## src/include/rtam_pkg.sv

```systemverilog
package rtam_pkg;

  // Register byte addresses
  localparam logic [7:0] ADDR_STATUS   = 8'h07;
  localparam logic [7:0] ADDR_INTCTL   = 8'h08;
  localparam logic [7:0] ADDR_INIT_AT  = 8'h0A;
  localparam logic [7:0] ADDR_INIT_DT  = 8'h0B;
  localparam logic [7:0] ADDR_GAINCTL  = 8'h0D;
  localparam logic [7:0] ADDR_FIN_AT   = 8'h0E;
  localparam logic [7:0] ADDR_FIN_DT   = 8'h0F;
  localparam logic [7:0] ADDR_ALARM0   = 8'h10;
  localparam logic [7:0] ADDR_ALARM5   = 8'h15;
  localparam logic [7:0] ADDR_IRQ_STAT = 8'h30;
  localparam logic [7:0] ADDR_IRQ_MASK = 8'h31;

  // Field positions, and the alarm byte count
  localparam int STAT_ALARM_BIT  = 6;
  localparam int INTCTL_ACLR_BIT = 7;
  localparam int INTCTL_RPT_BIT  = 6;
  localparam int INTCTL_FREQ_MSB = 3;
  localparam int GAIN_TSE_BIT    = 7;
  localparam int GAIN_BATTERY_COMP_ON_BIT   = 6;
  localparam int GAIN_BATTERY_COMP_RATE_SEL_BIT   = 5;
  localparam int ALARM_EN_BIT    = 7;
  localparam int DT_SIGN_BIT     = 4;
  localparam int IRQ_ALARM_BIT   = 0;
  localparam int IRQ_CONV_BIT    = 1;
  localparam int IRQ_BATLOW_BIT  = 2;
  localparam int ALARM_BYTES     = 6;

  // Values after reset, and the digital trim magnitude limit
  localparam logic [5:0] INIT_AT_RST  = 6'h20;
  localparam logic [4:0] INIT_DT_RST  = 5'h00;
  localparam logic [7:0] INTCTL_RST   = 8'h00;
  localparam logic [7:0] ALARM_RST    = 8'h00;
  localparam logic [2:0] IRQ_RST      = 3'h0;
  localparam logic [3:0] DT_MAG_MAX   = 4'hA;

  // Timing
  localparam int CLK_HZ          = 100_000_000;
  localparam int CONV_TIME_MS    = 22;
  localparam int CONV_CYC        = CONV_TIME_MS * (CLK_HZ / 1000);
  localparam int PERIOD_SLOW_MIN = 10;
  localparam int PERIOD_FAST_MIN = 1;
  localparam int SEC_PER_MIN     = 60;
  localparam logic [9:0] PERIOD_SLOW_S =
    10'(PERIOD_SLOW_MIN * SEC_PER_MIN);
  localparam logic [9:0] PERIOD_FAST_S =
    10'(PERIOD_FAST_MIN * SEC_PER_MIN);
  localparam logic [7:0] IRQ_PULSE_CYC = 8'h64;

  // Clock bytes: seconds, minutes, hours, date, month, day of week
  typedef logic [ALARM_BYTES-1:0][7:0] rtam_time_type;

  // Trim pair: analog and sign-magnitude digital
  typedef struct packed {
    logic [5:0] analog_trim;
    logic [4:0] digital_trim;
  } rtam_trim_type;

  // Compensation sequencer, Gray along idle, convert, apply
  typedef enum logic [1:0] {
    ST_IDLE  = 2'b00,
    ST_CONV  = 2'b01,
    ST_APPLY = 2'b11
  } rtam_state_type;

endpackage

```

## src/rtl/rtam_top.sv

```systemverilog
// The strobed register port was decided locally.
`timescale 1ns/100ps
module rtam_top #(
  parameter int CONV_CYCLES = rtam_pkg::CONV_CYC
) (
  // Clock, reset, enable
  input  wire logic                    MCLK,
  input  wire logic                    RST_N,
  input  wire logic                    CE,
  // Register port
  input  wire logic [7:0]              REG_ADDR,
  input  wire logic [7:0]              REG_WDATA,
  input  wire logic                    REG_WR,
  input  wire logic                    REG_RD,
  output logic      [7:0]              REG_RDATA,
  // Running clock bytes and one-second advance pulse
  input  wire rtam_pkg::rtam_time_type TIME_NOW,
  input  wire logic                    SEC_TICK,
  // Supply state and factory gain code
  input  wire logic                    ON_BATTERY,
  input  wire logic                    BATT_LOW,
  input  wire logic [4:0]              FACTORY_GAIN,
  // Temperature converter
  output logic                         CONV_ON,
  input  wire rtam_pkg::rtam_trim_type TEMP_TRIM,
  // Oscillator trim
  output rtam_pkg::rtam_trim_type      FINAL_TRIM,
  output logic      [5:0]              STEP_GAIN_16THS,
  // Alarm pin and frequency source
  input  wire logic                    FREQ_IN,
  output logic                         IRQ_OR_FREQ_OUT_N,
  output logic                         INT
);

  // Gain code to step size in sixteenths
  function automatic logic [5:0] gain_to_16ths(input logic [4:0] code);
    logic [5:0] mag;
    mag = {2'b00, code[3:0]};
    if (code[4])
      gain_to_16ths = 6'd17 + mag;
    else
      gain_to_16ths = 6'd16 - mag;
  endfunction

  // Limit a digital trim to a legal magnitude
  function automatic logic [4:0] clamp_dt(input logic [4:0] code);
    if (code[3:0] > rtam_pkg::DT_MAG_MAX)
      clamp_dt = {code[rtam_pkg::DT_SIGN_BIT], rtam_pkg::DT_MAG_MAX};
    else
      clamp_dt = code;
  endfunction

  logic [5:0]                init_at_r;
  logic [4:0]                init_dt_r;
  logic [4:0]                gain_r;
  logic                      tse_r;
  logic                      battery_comp_on_r;
  logic                      battery_comp_rate_sel_r;
  logic [7:0]                intctl_r;
  logic [7:0]                alarm_r [rtam_pkg::ALARM_BYTES];
  logic                      alarm_flag_r;
  logic [2:0]                irq_stat_r;
  logic [2:0]                irq_mask_r;
  logic [7:0]                rdata_r;
  logic [9:0]                sec_cnt_r;
  logic [21:0]               conv_cnt_r;
  rtam_pkg::rtam_state_type  state_r;
  rtam_pkg::rtam_state_type  state_nxt;
  rtam_pkg::rtam_trim_type   final_r;
  logic [7:0]                pulse_cnt_r;
  logic                      pin_r;
  logic                      tse_start_r;
  logic [rtam_pkg::ALARM_BYTES-1:0] byte_ok;
  logic [rtam_pkg::ALARM_BYTES-1:0] byte_en;
  logic                      alarm_hit;
  logic                      comp_on;
  logic                      batt_comp;
  logic [9:0]                period_s;
  logic                      period_due;
  logic                      conv_done;
  logic                      stat_rd;
  logic                      alm_clear;
  logic                      freq_sel;
  logic                      batlow_evt;
  logic [2:0]                irq_evt;
  logic                      tse_ok;
  logic                      conv_start;

  // Decoded strobes
  assign stat_rd   = REG_RD && REG_ADDR == rtam_pkg::ADDR_STATUS;
  assign freq_sel  = |intctl_r[rtam_pkg::INTCTL_FREQ_MSB:0];
  assign batt_comp = battery_comp_on_r && !BATT_LOW;
  assign comp_on   = ON_BATTERY ? batt_comp : tse_r;
  assign period_s  = battery_comp_rate_sel_r ? rtam_pkg::PERIOD_FAST_S
                            : rtam_pkg::PERIOD_SLOW_S;
  assign period_due = SEC_TICK && comp_on &&
                      sec_cnt_r >= period_s - 10'd1;
  assign conv_done = state_r == rtam_pkg::ST_CONV &&
                     conv_cnt_r == 22'(CONV_CYCLES - 1);

  // Per-byte alarm comparison, year has no byte
  generate
    for (genvar i = 0; i < rtam_pkg::ALARM_BYTES; i++) begin : g_cmp
      assign byte_en[i] = alarm_r[i][rtam_pkg::ALARM_EN_BIT];
      assign byte_ok[i] = !byte_en[i] ||
        alarm_r[i][6:0] == TIME_NOW[i][6:0];
    end
  endgenerate

  // Match only on a clock advance with some byte enabled
  assign alarm_hit = SEC_TICK && (|byte_en) && (&byte_ok);

  // Host clear of the alarm flag, by write or auto-clear read
  assign alm_clear =
    (REG_WR && REG_ADDR == rtam_pkg::ADDR_STATUS &&
     !REG_WDATA[rtam_pkg::STAT_ALARM_BIT]) ||
    (stat_rd && intctl_r[rtam_pkg::INTCTL_ACLR_BIT]);

  assign batlow_evt = battery_comp_on_r && BATT_LOW;
  assign irq_evt = {batlow_evt, conv_done, alarm_hit};

  // Sensing enable starts a conversion, not on a barred battery
  assign tse_ok     = !ON_BATTERY || batt_comp;
  assign conv_start = period_due || (tse_start_r && tse_ok);

  // Initial trim registers
  always_ff @(posedge MCLK) begin
    if (!RST_N) begin
      init_at_r <= rtam_pkg::INIT_AT_RST;
      init_dt_r <= rtam_pkg::INIT_DT_RST;
    end else if (CE && REG_WR) begin
      if (REG_ADDR == rtam_pkg::ADDR_INIT_AT)
        init_at_r <= REG_WDATA[5:0];
      if (REG_ADDR == rtam_pkg::ADDR_INIT_DT)
        init_dt_r <= clamp_dt(REG_WDATA[4:0]);
    end
  end

  // Factory gain reloads at reset only
  // No clock enable here, so a reset edge is never missed
  always_ff @(posedge MCLK) begin
    if (!RST_N)
      gain_r <= FACTORY_GAIN;
  end

  // Sensing controls; low battery knocks the battery enable off
  always_ff @(posedge MCLK) begin
    if (!RST_N) begin
      tse_r       <= 1'b0;
      battery_comp_on_r      <= 1'b0;
      battery_comp_rate_sel_r      <= 1'b0;
      tse_start_r <= 1'b0;
    end else if (CE) begin
      tse_start_r <= 1'b0;
      if (REG_WR && REG_ADDR == rtam_pkg::ADDR_GAINCTL) begin
        tse_r  <= REG_WDATA[rtam_pkg::GAIN_TSE_BIT];
        battery_comp_on_r <= REG_WDATA[rtam_pkg::GAIN_BATTERY_COMP_ON_BIT] && !BATT_LOW;
        battery_comp_rate_sel_r <= REG_WDATA[rtam_pkg::GAIN_BATTERY_COMP_RATE_SEL_BIT];
        tse_start_r <= REG_WDATA[rtam_pkg::GAIN_TSE_BIT] && !tse_r;
      end else if (BATT_LOW) begin
        battery_comp_on_r <= 1'b0;
      end
    end
  end

  // Interrupt control and alarm bytes
  always_ff @(posedge MCLK) begin
    if (!RST_N) begin
      intctl_r <= rtam_pkg::INTCTL_RST;
      for (int i = 0; i < rtam_pkg::ALARM_BYTES; i++)
        alarm_r[i] <= rtam_pkg::ALARM_RST;
    end else if (CE && REG_WR) begin
      if (REG_ADDR == rtam_pkg::ADDR_INTCTL)
        intctl_r <= REG_WDATA;
      if (REG_ADDR >= rtam_pkg::ADDR_ALARM0 &&
          REG_ADDR <= rtam_pkg::ADDR_ALARM5)
        alarm_r[3'(REG_ADDR - rtam_pkg::ADDR_ALARM0)] <= REG_WDATA;
    end
  end

  // Seconds since last conversion
  always_ff @(posedge MCLK) begin
    if (!RST_N)
      sec_cnt_r <= 10'd0;
    else if (CE) begin
      if (!comp_on || period_due)
        sec_cnt_r <= 10'd0;
      else if (SEC_TICK)
        sec_cnt_r <= sec_cnt_r + 10'd1;
    end
  end

  // Compensation sequencer next state
  always_comb begin
    state_nxt = state_r;
    case (state_r)
      rtam_pkg::ST_IDLE:
        if (conv_start)
          state_nxt = rtam_pkg::ST_CONV;
      rtam_pkg::ST_CONV:
        if (conv_done)
          state_nxt = rtam_pkg::ST_APPLY;
      rtam_pkg::ST_APPLY:
        state_nxt = rtam_pkg::ST_IDLE;
      default:
        state_nxt = rtam_pkg::ST_IDLE;
    endcase
  end

  // Sequencer state
  always_ff @(posedge MCLK) begin
    if (!RST_N)
      state_r <= rtam_pkg::ST_IDLE;
    else if (CE)
      state_r <= state_nxt;
  end

  // Conversion length counter
  always_ff @(posedge MCLK) begin
    if (!RST_N)
      conv_cnt_r <= 22'd0;
    else if (CE) begin
      if (state_r == rtam_pkg::ST_CONV)
        conv_cnt_r <= conv_cnt_r + 22'd1;
      else
        conv_cnt_r <= 22'd0;
    end
  end

  // Trim in force: corrected after a conversion, else initial
  always_ff @(posedge MCLK) begin
    if (!RST_N) begin
      final_r.analog_trim  <= rtam_pkg::INIT_AT_RST;
      final_r.digital_trim <= rtam_pkg::INIT_DT_RST;
    end else if (CE) begin
      if (!comp_on) begin
        final_r.analog_trim  <= init_at_r;
        final_r.digital_trim <= init_dt_r;
      end else if (state_r == rtam_pkg::ST_APPLY) begin
        final_r.analog_trim  <= TEMP_TRIM.analog_trim;
        final_r.digital_trim <= clamp_dt(TEMP_TRIM.digital_trim);
      end
    end
  end

  // Alarm flag, a new match wins over a clear
  always_ff @(posedge MCLK) begin
    if (!RST_N)
      alarm_flag_r <= 1'b0;
    else if (CE) begin
      if (alarm_hit)
        alarm_flag_r <= 1'b1;
      else if (alm_clear)
        alarm_flag_r <= 1'b0;
    end
  end

  // Repeat-mode pulse timer
  always_ff @(posedge MCLK) begin
    if (!RST_N)
      pulse_cnt_r <= 8'd0;
    else if (CE) begin
      if (alarm_hit && intctl_r[rtam_pkg::INTCTL_RPT_BIT])
        pulse_cnt_r <= rtam_pkg::IRQ_PULSE_CYC;
      else if (pulse_cnt_r != 8'd0)
        pulse_cnt_r <= pulse_cnt_r - 8'd1;
    end
  end

  // Pin: frequency, repeat pulse, or held single-event level
  // Registered so the pin never glitches between sources
  always_ff @(posedge MCLK) begin
    if (!RST_N)
      pin_r <= 1'b1;
    else if (CE) begin
      if (freq_sel)
        pin_r <= FREQ_IN;
      else if (intctl_r[rtam_pkg::INTCTL_RPT_BIT])
        pin_r <= pulse_cnt_r == 8'd0;
      else
        pin_r <= !alarm_flag_r;
    end
  end

  // Sticky interrupt status, set wins over read clear
  always_ff @(posedge MCLK) begin
    if (!RST_N)
      irq_stat_r <= rtam_pkg::IRQ_RST;
    else if (CE) begin
      if (REG_RD && REG_ADDR == rtam_pkg::ADDR_IRQ_STAT)
        irq_stat_r <= irq_evt;
      else
        irq_stat_r <= irq_stat_r | irq_evt;
    end
  end

  // Interrupt mask
  always_ff @(posedge MCLK) begin
    if (!RST_N)
      irq_mask_r <= rtam_pkg::IRQ_RST;
    else if (CE && REG_WR && REG_ADDR == rtam_pkg::ADDR_IRQ_MASK)
      irq_mask_r <= REG_WDATA[2:0];
  end

  // Read data, one cycle after the strobe, zero elsewhere
  always_ff @(posedge MCLK) begin
    if (!RST_N)
      rdata_r <= 8'h00;
    else if (CE) begin
      rdata_r <= 8'h00;
      if (REG_RD) begin
        case (REG_ADDR)
          rtam_pkg::ADDR_STATUS:
            rdata_r[rtam_pkg::STAT_ALARM_BIT] <= alarm_flag_r;
          rtam_pkg::ADDR_INTCTL:
            rdata_r <= intctl_r;
          rtam_pkg::ADDR_INIT_AT:
            rdata_r <= {2'b00, init_at_r};
          rtam_pkg::ADDR_INIT_DT:
            rdata_r <= {3'b000, init_dt_r};
          rtam_pkg::ADDR_GAINCTL:
            rdata_r <= {tse_r, battery_comp_on_r, battery_comp_rate_sel_r, gain_r};
          rtam_pkg::ADDR_FIN_AT:
            rdata_r <= {2'b00, final_r.analog_trim};
          rtam_pkg::ADDR_FIN_DT:
            rdata_r <= {3'b000, final_r.digital_trim};
          rtam_pkg::ADDR_IRQ_STAT:
            rdata_r <= {5'h00, irq_stat_r};
          rtam_pkg::ADDR_IRQ_MASK:
            rdata_r <= {5'h00, irq_mask_r};
          default:
            if (REG_ADDR >= rtam_pkg::ADDR_ALARM0 &&
                REG_ADDR <= rtam_pkg::ADDR_ALARM5)
              rdata_r <= alarm_r[3'(REG_ADDR - rtam_pkg::ADDR_ALARM0)];
        endcase
      end
    end
  end

  // Step gain register
  always_ff @(posedge MCLK) begin
    if (!RST_N)
      STEP_GAIN_16THS <= 6'd16;
    else if (CE)
      STEP_GAIN_16THS <= gain_to_16ths(gain_r);
  end

  // Outputs
  assign REG_RDATA         = rdata_r;
  assign FINAL_TRIM        = final_r;
  assign CONV_ON           = state_r == rtam_pkg::ST_CONV;
  assign IRQ_OR_FREQ_OUT_N = pin_r;
  assign INT               = |(irq_stat_r & irq_mask_r);

endmodule

```

## config.mk

```make
export PLATFORM = sky130hd
export DESIGN_NAME = rtam_top
export DESIGN_NICKNAME = d
export VERILOG_FILES = /design/src/include/rtam_pkg.sv /design/src/rtl/rtam_top.sv
export SDC_FILE = /design/constraint.sdc
export NUM_CORES = 1
export LEC_CHECK = 0
export BUFFER_PORTS_ARGS = -buffer_cell sky130_fd_sc_hd__buf_2
export CELL_PAD_IN_SITES_DETAIL_PLACEMENT = 0
export CELL_PAD_IN_SITES_GLOBAL_PLACEMENT = 1
export CORE_AREA = 5 5 172 133
export DETAILED_ROUTE_END_ITERATION = 7
export DIE_AREA = 0 0 177 138
export GPL_ROUTABILITY_DRIVEN = 1
export HOLD_SLACK_MARGIN = 0.15
export PLACE_DENSITY = 0.73
export SLEW_MARGIN = 20
export SYNTH_ARGS = -nofsm -noshare
export SYNTH_HDL_FRONTEND = slang
export SYNTH_SLANG_ARGS = --single-unit
```

## constraint.sdc

```tcl
create_clock -name MCLK -period 2.95 [get_ports MCLK]
set_input_delay 0.295 -clock MCLK [delete_from_list [all_inputs] [get_ports MCLK]]
set_output_delay 0.295 -clock MCLK [all_outputs]
set_load 0.01 [all_outputs]
```

==> results.py <==
metrics = {
    "status": {
        "status": "complete, no violations",
    },
    "cells_and_area": {
        "fillCellCount": 1962,
        "drive_gt1_share_pct": 20.8,
        "seqCellArea_sq_mm": 0.00403,
        "multi_input_area_sq_mm": 0.00408,
        "post-route-util_pct": 47.5,
        "stdcell_count": 1241,
        "final_nets": 1039,
        "synthToLayoutAreaGrowth_pct": 20.0,
    },
    "clock_network": {
        "cts_made_buffers": 17,
        "insertion_delay_ps": 440,
        "cts_tree": "built",
        "clock-sinks": 167,
        "cts_root_buf": "clkbuf_16",
        "cts.path.max_buffers": 2,
        "cts_setup_buffers": 0,
        "cts_max_level": 4,
        "path_clk_slew_ps": 70,
    },
    "setup_path": {
        "max_stage_delay_ps": 480,
        "critPathMaxFanout": 8,
        "path_class": "register to register",
        "reg2reg_depth": 8,
        "cp_common_cell": "nand4_1",
        "cpMaxStageDelayCell": "o41ai_1",
        "crit_arrival_ps": 2630,
        "crit_path_cell_trace": "xnor2_1 -> nand4_1 -> o41ai_1 -> nand4_1 -> nor3_1 -> buf_4 -> a2bb2oi_1 -> nor2_1",
        "crit_path_start_kind": "register",
        "critPathRequiredTime_ps": 3240,
        "critical_path.endpoint_type": "register",
    },
    "place": {
        "hpwlAfterDp_microns": 17000,
        "dp.cells": 1203,
        "place_congestion": 0.891,
        "port_buffers": 110,
    },
    "drt": {
        "first_pass_iters": 6,
        "wl_microns": 22800,
        "dr_total_vias": 6370,
        "via_per_inst": 5.13,
        "drcViolationCount": 0,
        "wl_per_cell_microns": 18.4,
        "drtIter0Drc": 570,
        "drtAntennaViolNets": 0,
    },
    "run": {
        "cap_viol_max_count": 0,
    },
    "synthesis": {
        "async_reset_ff_share_pct": 0,
        "synth_edf_count": 69,
        "syn_inst": 801,
        "ys.flop_type": "dfxtp_1",
        "yosysTopAreaCell": "edfxtp_1",
        "synth_area_sq_mm": 0.00825,
        "synth.avg_cell_area_sq_um": 10.3,
        "yosysSeqAreaShare_pct": 48.9,
        "yosysTopAreaCellShare_pct": 25.1,
        "yosysWarnings": 0,
        "synth_area_leaders": "edfxtp_1, dfxtp_1, mux2i_1",
        "ys_ff_latch": 167,
        "synth_cell_types": 65,
    },
    "die": {
        "rows": 46,
        "die_area_sq_mm": 0.0244,
        "dieHeight_microns": 138,
        "dieWidth_microns": 177,
        "core_area_sq_mm": 0.0208,
        "start_util_pct": 39.6,
        "ios": 117,
    },
    "power": {
        "ir_worst_vdd_mv": 0.404,
        "p_int_mw": 4.09,
        "p_sw_mw": 1.60,
        "swShare_pct": 28.1,
        "power_density_mw_per_mm2": 574,
        "p_leak_nw": 3.93,
        "seqPwrFrac_pct": 46.3,
        "pwr-share-clk_pct": 39.9,
        "p_comb_share_pct": 13.8,
        "power_mw": 5.68,
    },
    "timing": {
        "drv_slew": 0,
        "setup_violations": 0,
        "layout_min_cycle_time_ps": 2330,
        "tightest_slew_ps": 913,
        "hold_violations": 0,
        "fmax_ghz": 0.429,
        "rsz0062_at_grt": "false",
        "slew-limit-headroom_pct": 38.3,
        "skew_ps": 19.1,
        "finalCritPeriodShare_pct": 79.1,
        "tns_ps": 0,
        "hold_ws_ps": 188,
    },
    "grt": {
        "grt_max_degree": 64,
        "grt.overflow.total": 0,
        "antenna_found_initial": 1,
        "grt_util_all_layers_pct": 18.7,
        "grt_pass1_vias": 6069,
        "grt_pass1_wl_microns": 35400,
    },
    "worst_hold_path": {
        "holdCritPathClass": "input port to register",
        "worstHoldPathCells": 3,
    },
}
[cell usage in the layout, fill, tap and decap left out, types with 12 or more instances in the layout]
| cell | netlist | final |
|---|---|---|
| buf_4 | 1 | 23 |
| a21oi_1 | 33 | 33 |
| mux4_2 | 16 | 16 |
| edfxtp_1 | 69 | 69 |
| inv_1 | 14 | 14 |
| nand4_1 | 17 | 17 |
| xnor2_1 | 37 | 37 |
| a211oi_1 | 12 | 12 |
| and2_1 | 49 | 49 |
| clkbuf_16 | 0 | 17 |
| mux2i_1 | 41 | 41 |
| o21ai_0 | 23 | 22 |
| xor2_1 | 35 | 35 |
| dfxtp_1 | 98 | 98 |
| nand2_1 | 61 | 61 |
| nand3_1 | 27 | 27 |
| and3_1 | 12 | 12 |
| buf_2 | 4 | 110 |
| nor2_1 | 102 | 102 |
| conb_1 | 1 | 16 |
[critical path: cells and delay by family, from the launching register on]
family | cells | cell delay (ps)
compound gates | 2 | 640
simple gates | 4 | 750
xor+xnor | 1 | 190
flops | 1 | 410
buf+inv | 1 | 200
[cells by family (layout without fill, tap and decap cells)]
group | count (synthesis) | in the layout | synth area share (%)
and+or+nand+nor | 320 | 320 | 19.8
buffers and inverters | 49 | 185 | 2.43
other | 1 | 17 | 0.0454
adders and majority gates | 11 | 11 | 1.67
xor gates and xnor gates | 72 | 72 | 7.64
muxes | 60 | 60 | 9.75
DFF | 167 | 167 | 48.9
AOI/OAI and AO/OA | 121 | 121 | 9.76
[synth_stat cells, drive strengths merged (5+ instances only)]
cell type / n
a22oi: 5
nand2: 61
o21ai: 24
ha: 11
and2: 49
edfxtp: 69
buf: 12
o211ai: 5
a211oi: 12
a21oi: 33
a222oi: 5
clkbuf: 22
or3: 5
mux2i: 41
mux4: 16
inv: 14
xor2: 35
dfxtp: 98
and3: 12
nand4: 17
nor2: 105
o41ai: 7
nor3: 10
xnor2: 37
nand3: 29
nor4: 8
[state kept, by name, indices dropped and copies added (netlist names)]
signal / count
FINAL_TRIM: 11
IRQ_OR_FREQ_OUT_N: 1
REG_RDATA: 8
STEP_GAIN_16THS: 6
alarm_flag_r: 1
alarm_r: 64
battery_comp_on_r: 1
battery_comp_rate_sel_r: 1
conv_cnt_r: 22
gain_r: 5
init_at_r: 6
init_dt_r: 5
intctl_r: 8
irq_mask_r: 3
irq_stat_r: 3
pulse_cnt_r: 8
sec_cnt_r: 10
state_r: 2
tse_r: 1
tse_start_r: 1
[cell type report]
cell class,count,area share [%]
clock inverter,15,1.73
clock buffer,17,4.29
antenna,1,0.0253
tap,288,3.64
sequential,167,40.7
timing repair buffer,138,7.81
inverter,15,0.568
multi-input combinational,600,41.2
[worst paths after layout]
path	from	to	slack, ps
worst max-delay path	alarm_r[5][4]	pulse_cnt_r[4]	620
worst min register to register	pulse_cnt_r[6]	pulse_cnt_r[6]	480
worst min-delay path	TEMP_TRIM[8]	FINAL_TRIM[8]	190
worst max register to register	alarm_r[5][4]	pulse_cnt_r[4]	620
[metrics by stage]
step                      worst slack, ps  instance area (sq um)
after detailed placement              300                   9260
after global routing                  410                   9910
after global placement                278                   9260
after CTS                             583                   9900
final                                 617                   9910
after floorplan                       314                   8310
[power by group through the flow]
stage / sequential (mW) / clock [mW] / combinational [mW]
2_1_floorplan: 2.65 / 0 / 0.553
3_3_place_gp: 2.68 / 0 / 0.772
3_5_place_dp: 2.68 / 0 / 0.779
4_1_cts: 2.63 / 2.31 / 0.788
5_1_grt: 2.65 / 2.40 / 0.882
6_report: 2.63 / 2.27 / 0.786
[metal layers]
| metal | wire length (microns) | track usage, % | up-vias |
|---|---|---|---|
| li1 | - | - | 3166 |
| met1 | 12000 | 31.2 | 2995 |
| met2 | 8750 | 24.0 | 191 |
| met3 | 1750 | 4.33 | 18 |
| met4 | 261 | 4.27 | 0 |
| met5 | 0 | 0 | - |
[what timing repair did]
| action | CTS | global route |
|---|---|---|
| hold buffers | 5 | 0 |
| gates resized for setup | 0 | 0 |
| hold endpoints to repair | 5 | 0 |
(Power assumes the default switching activity.)
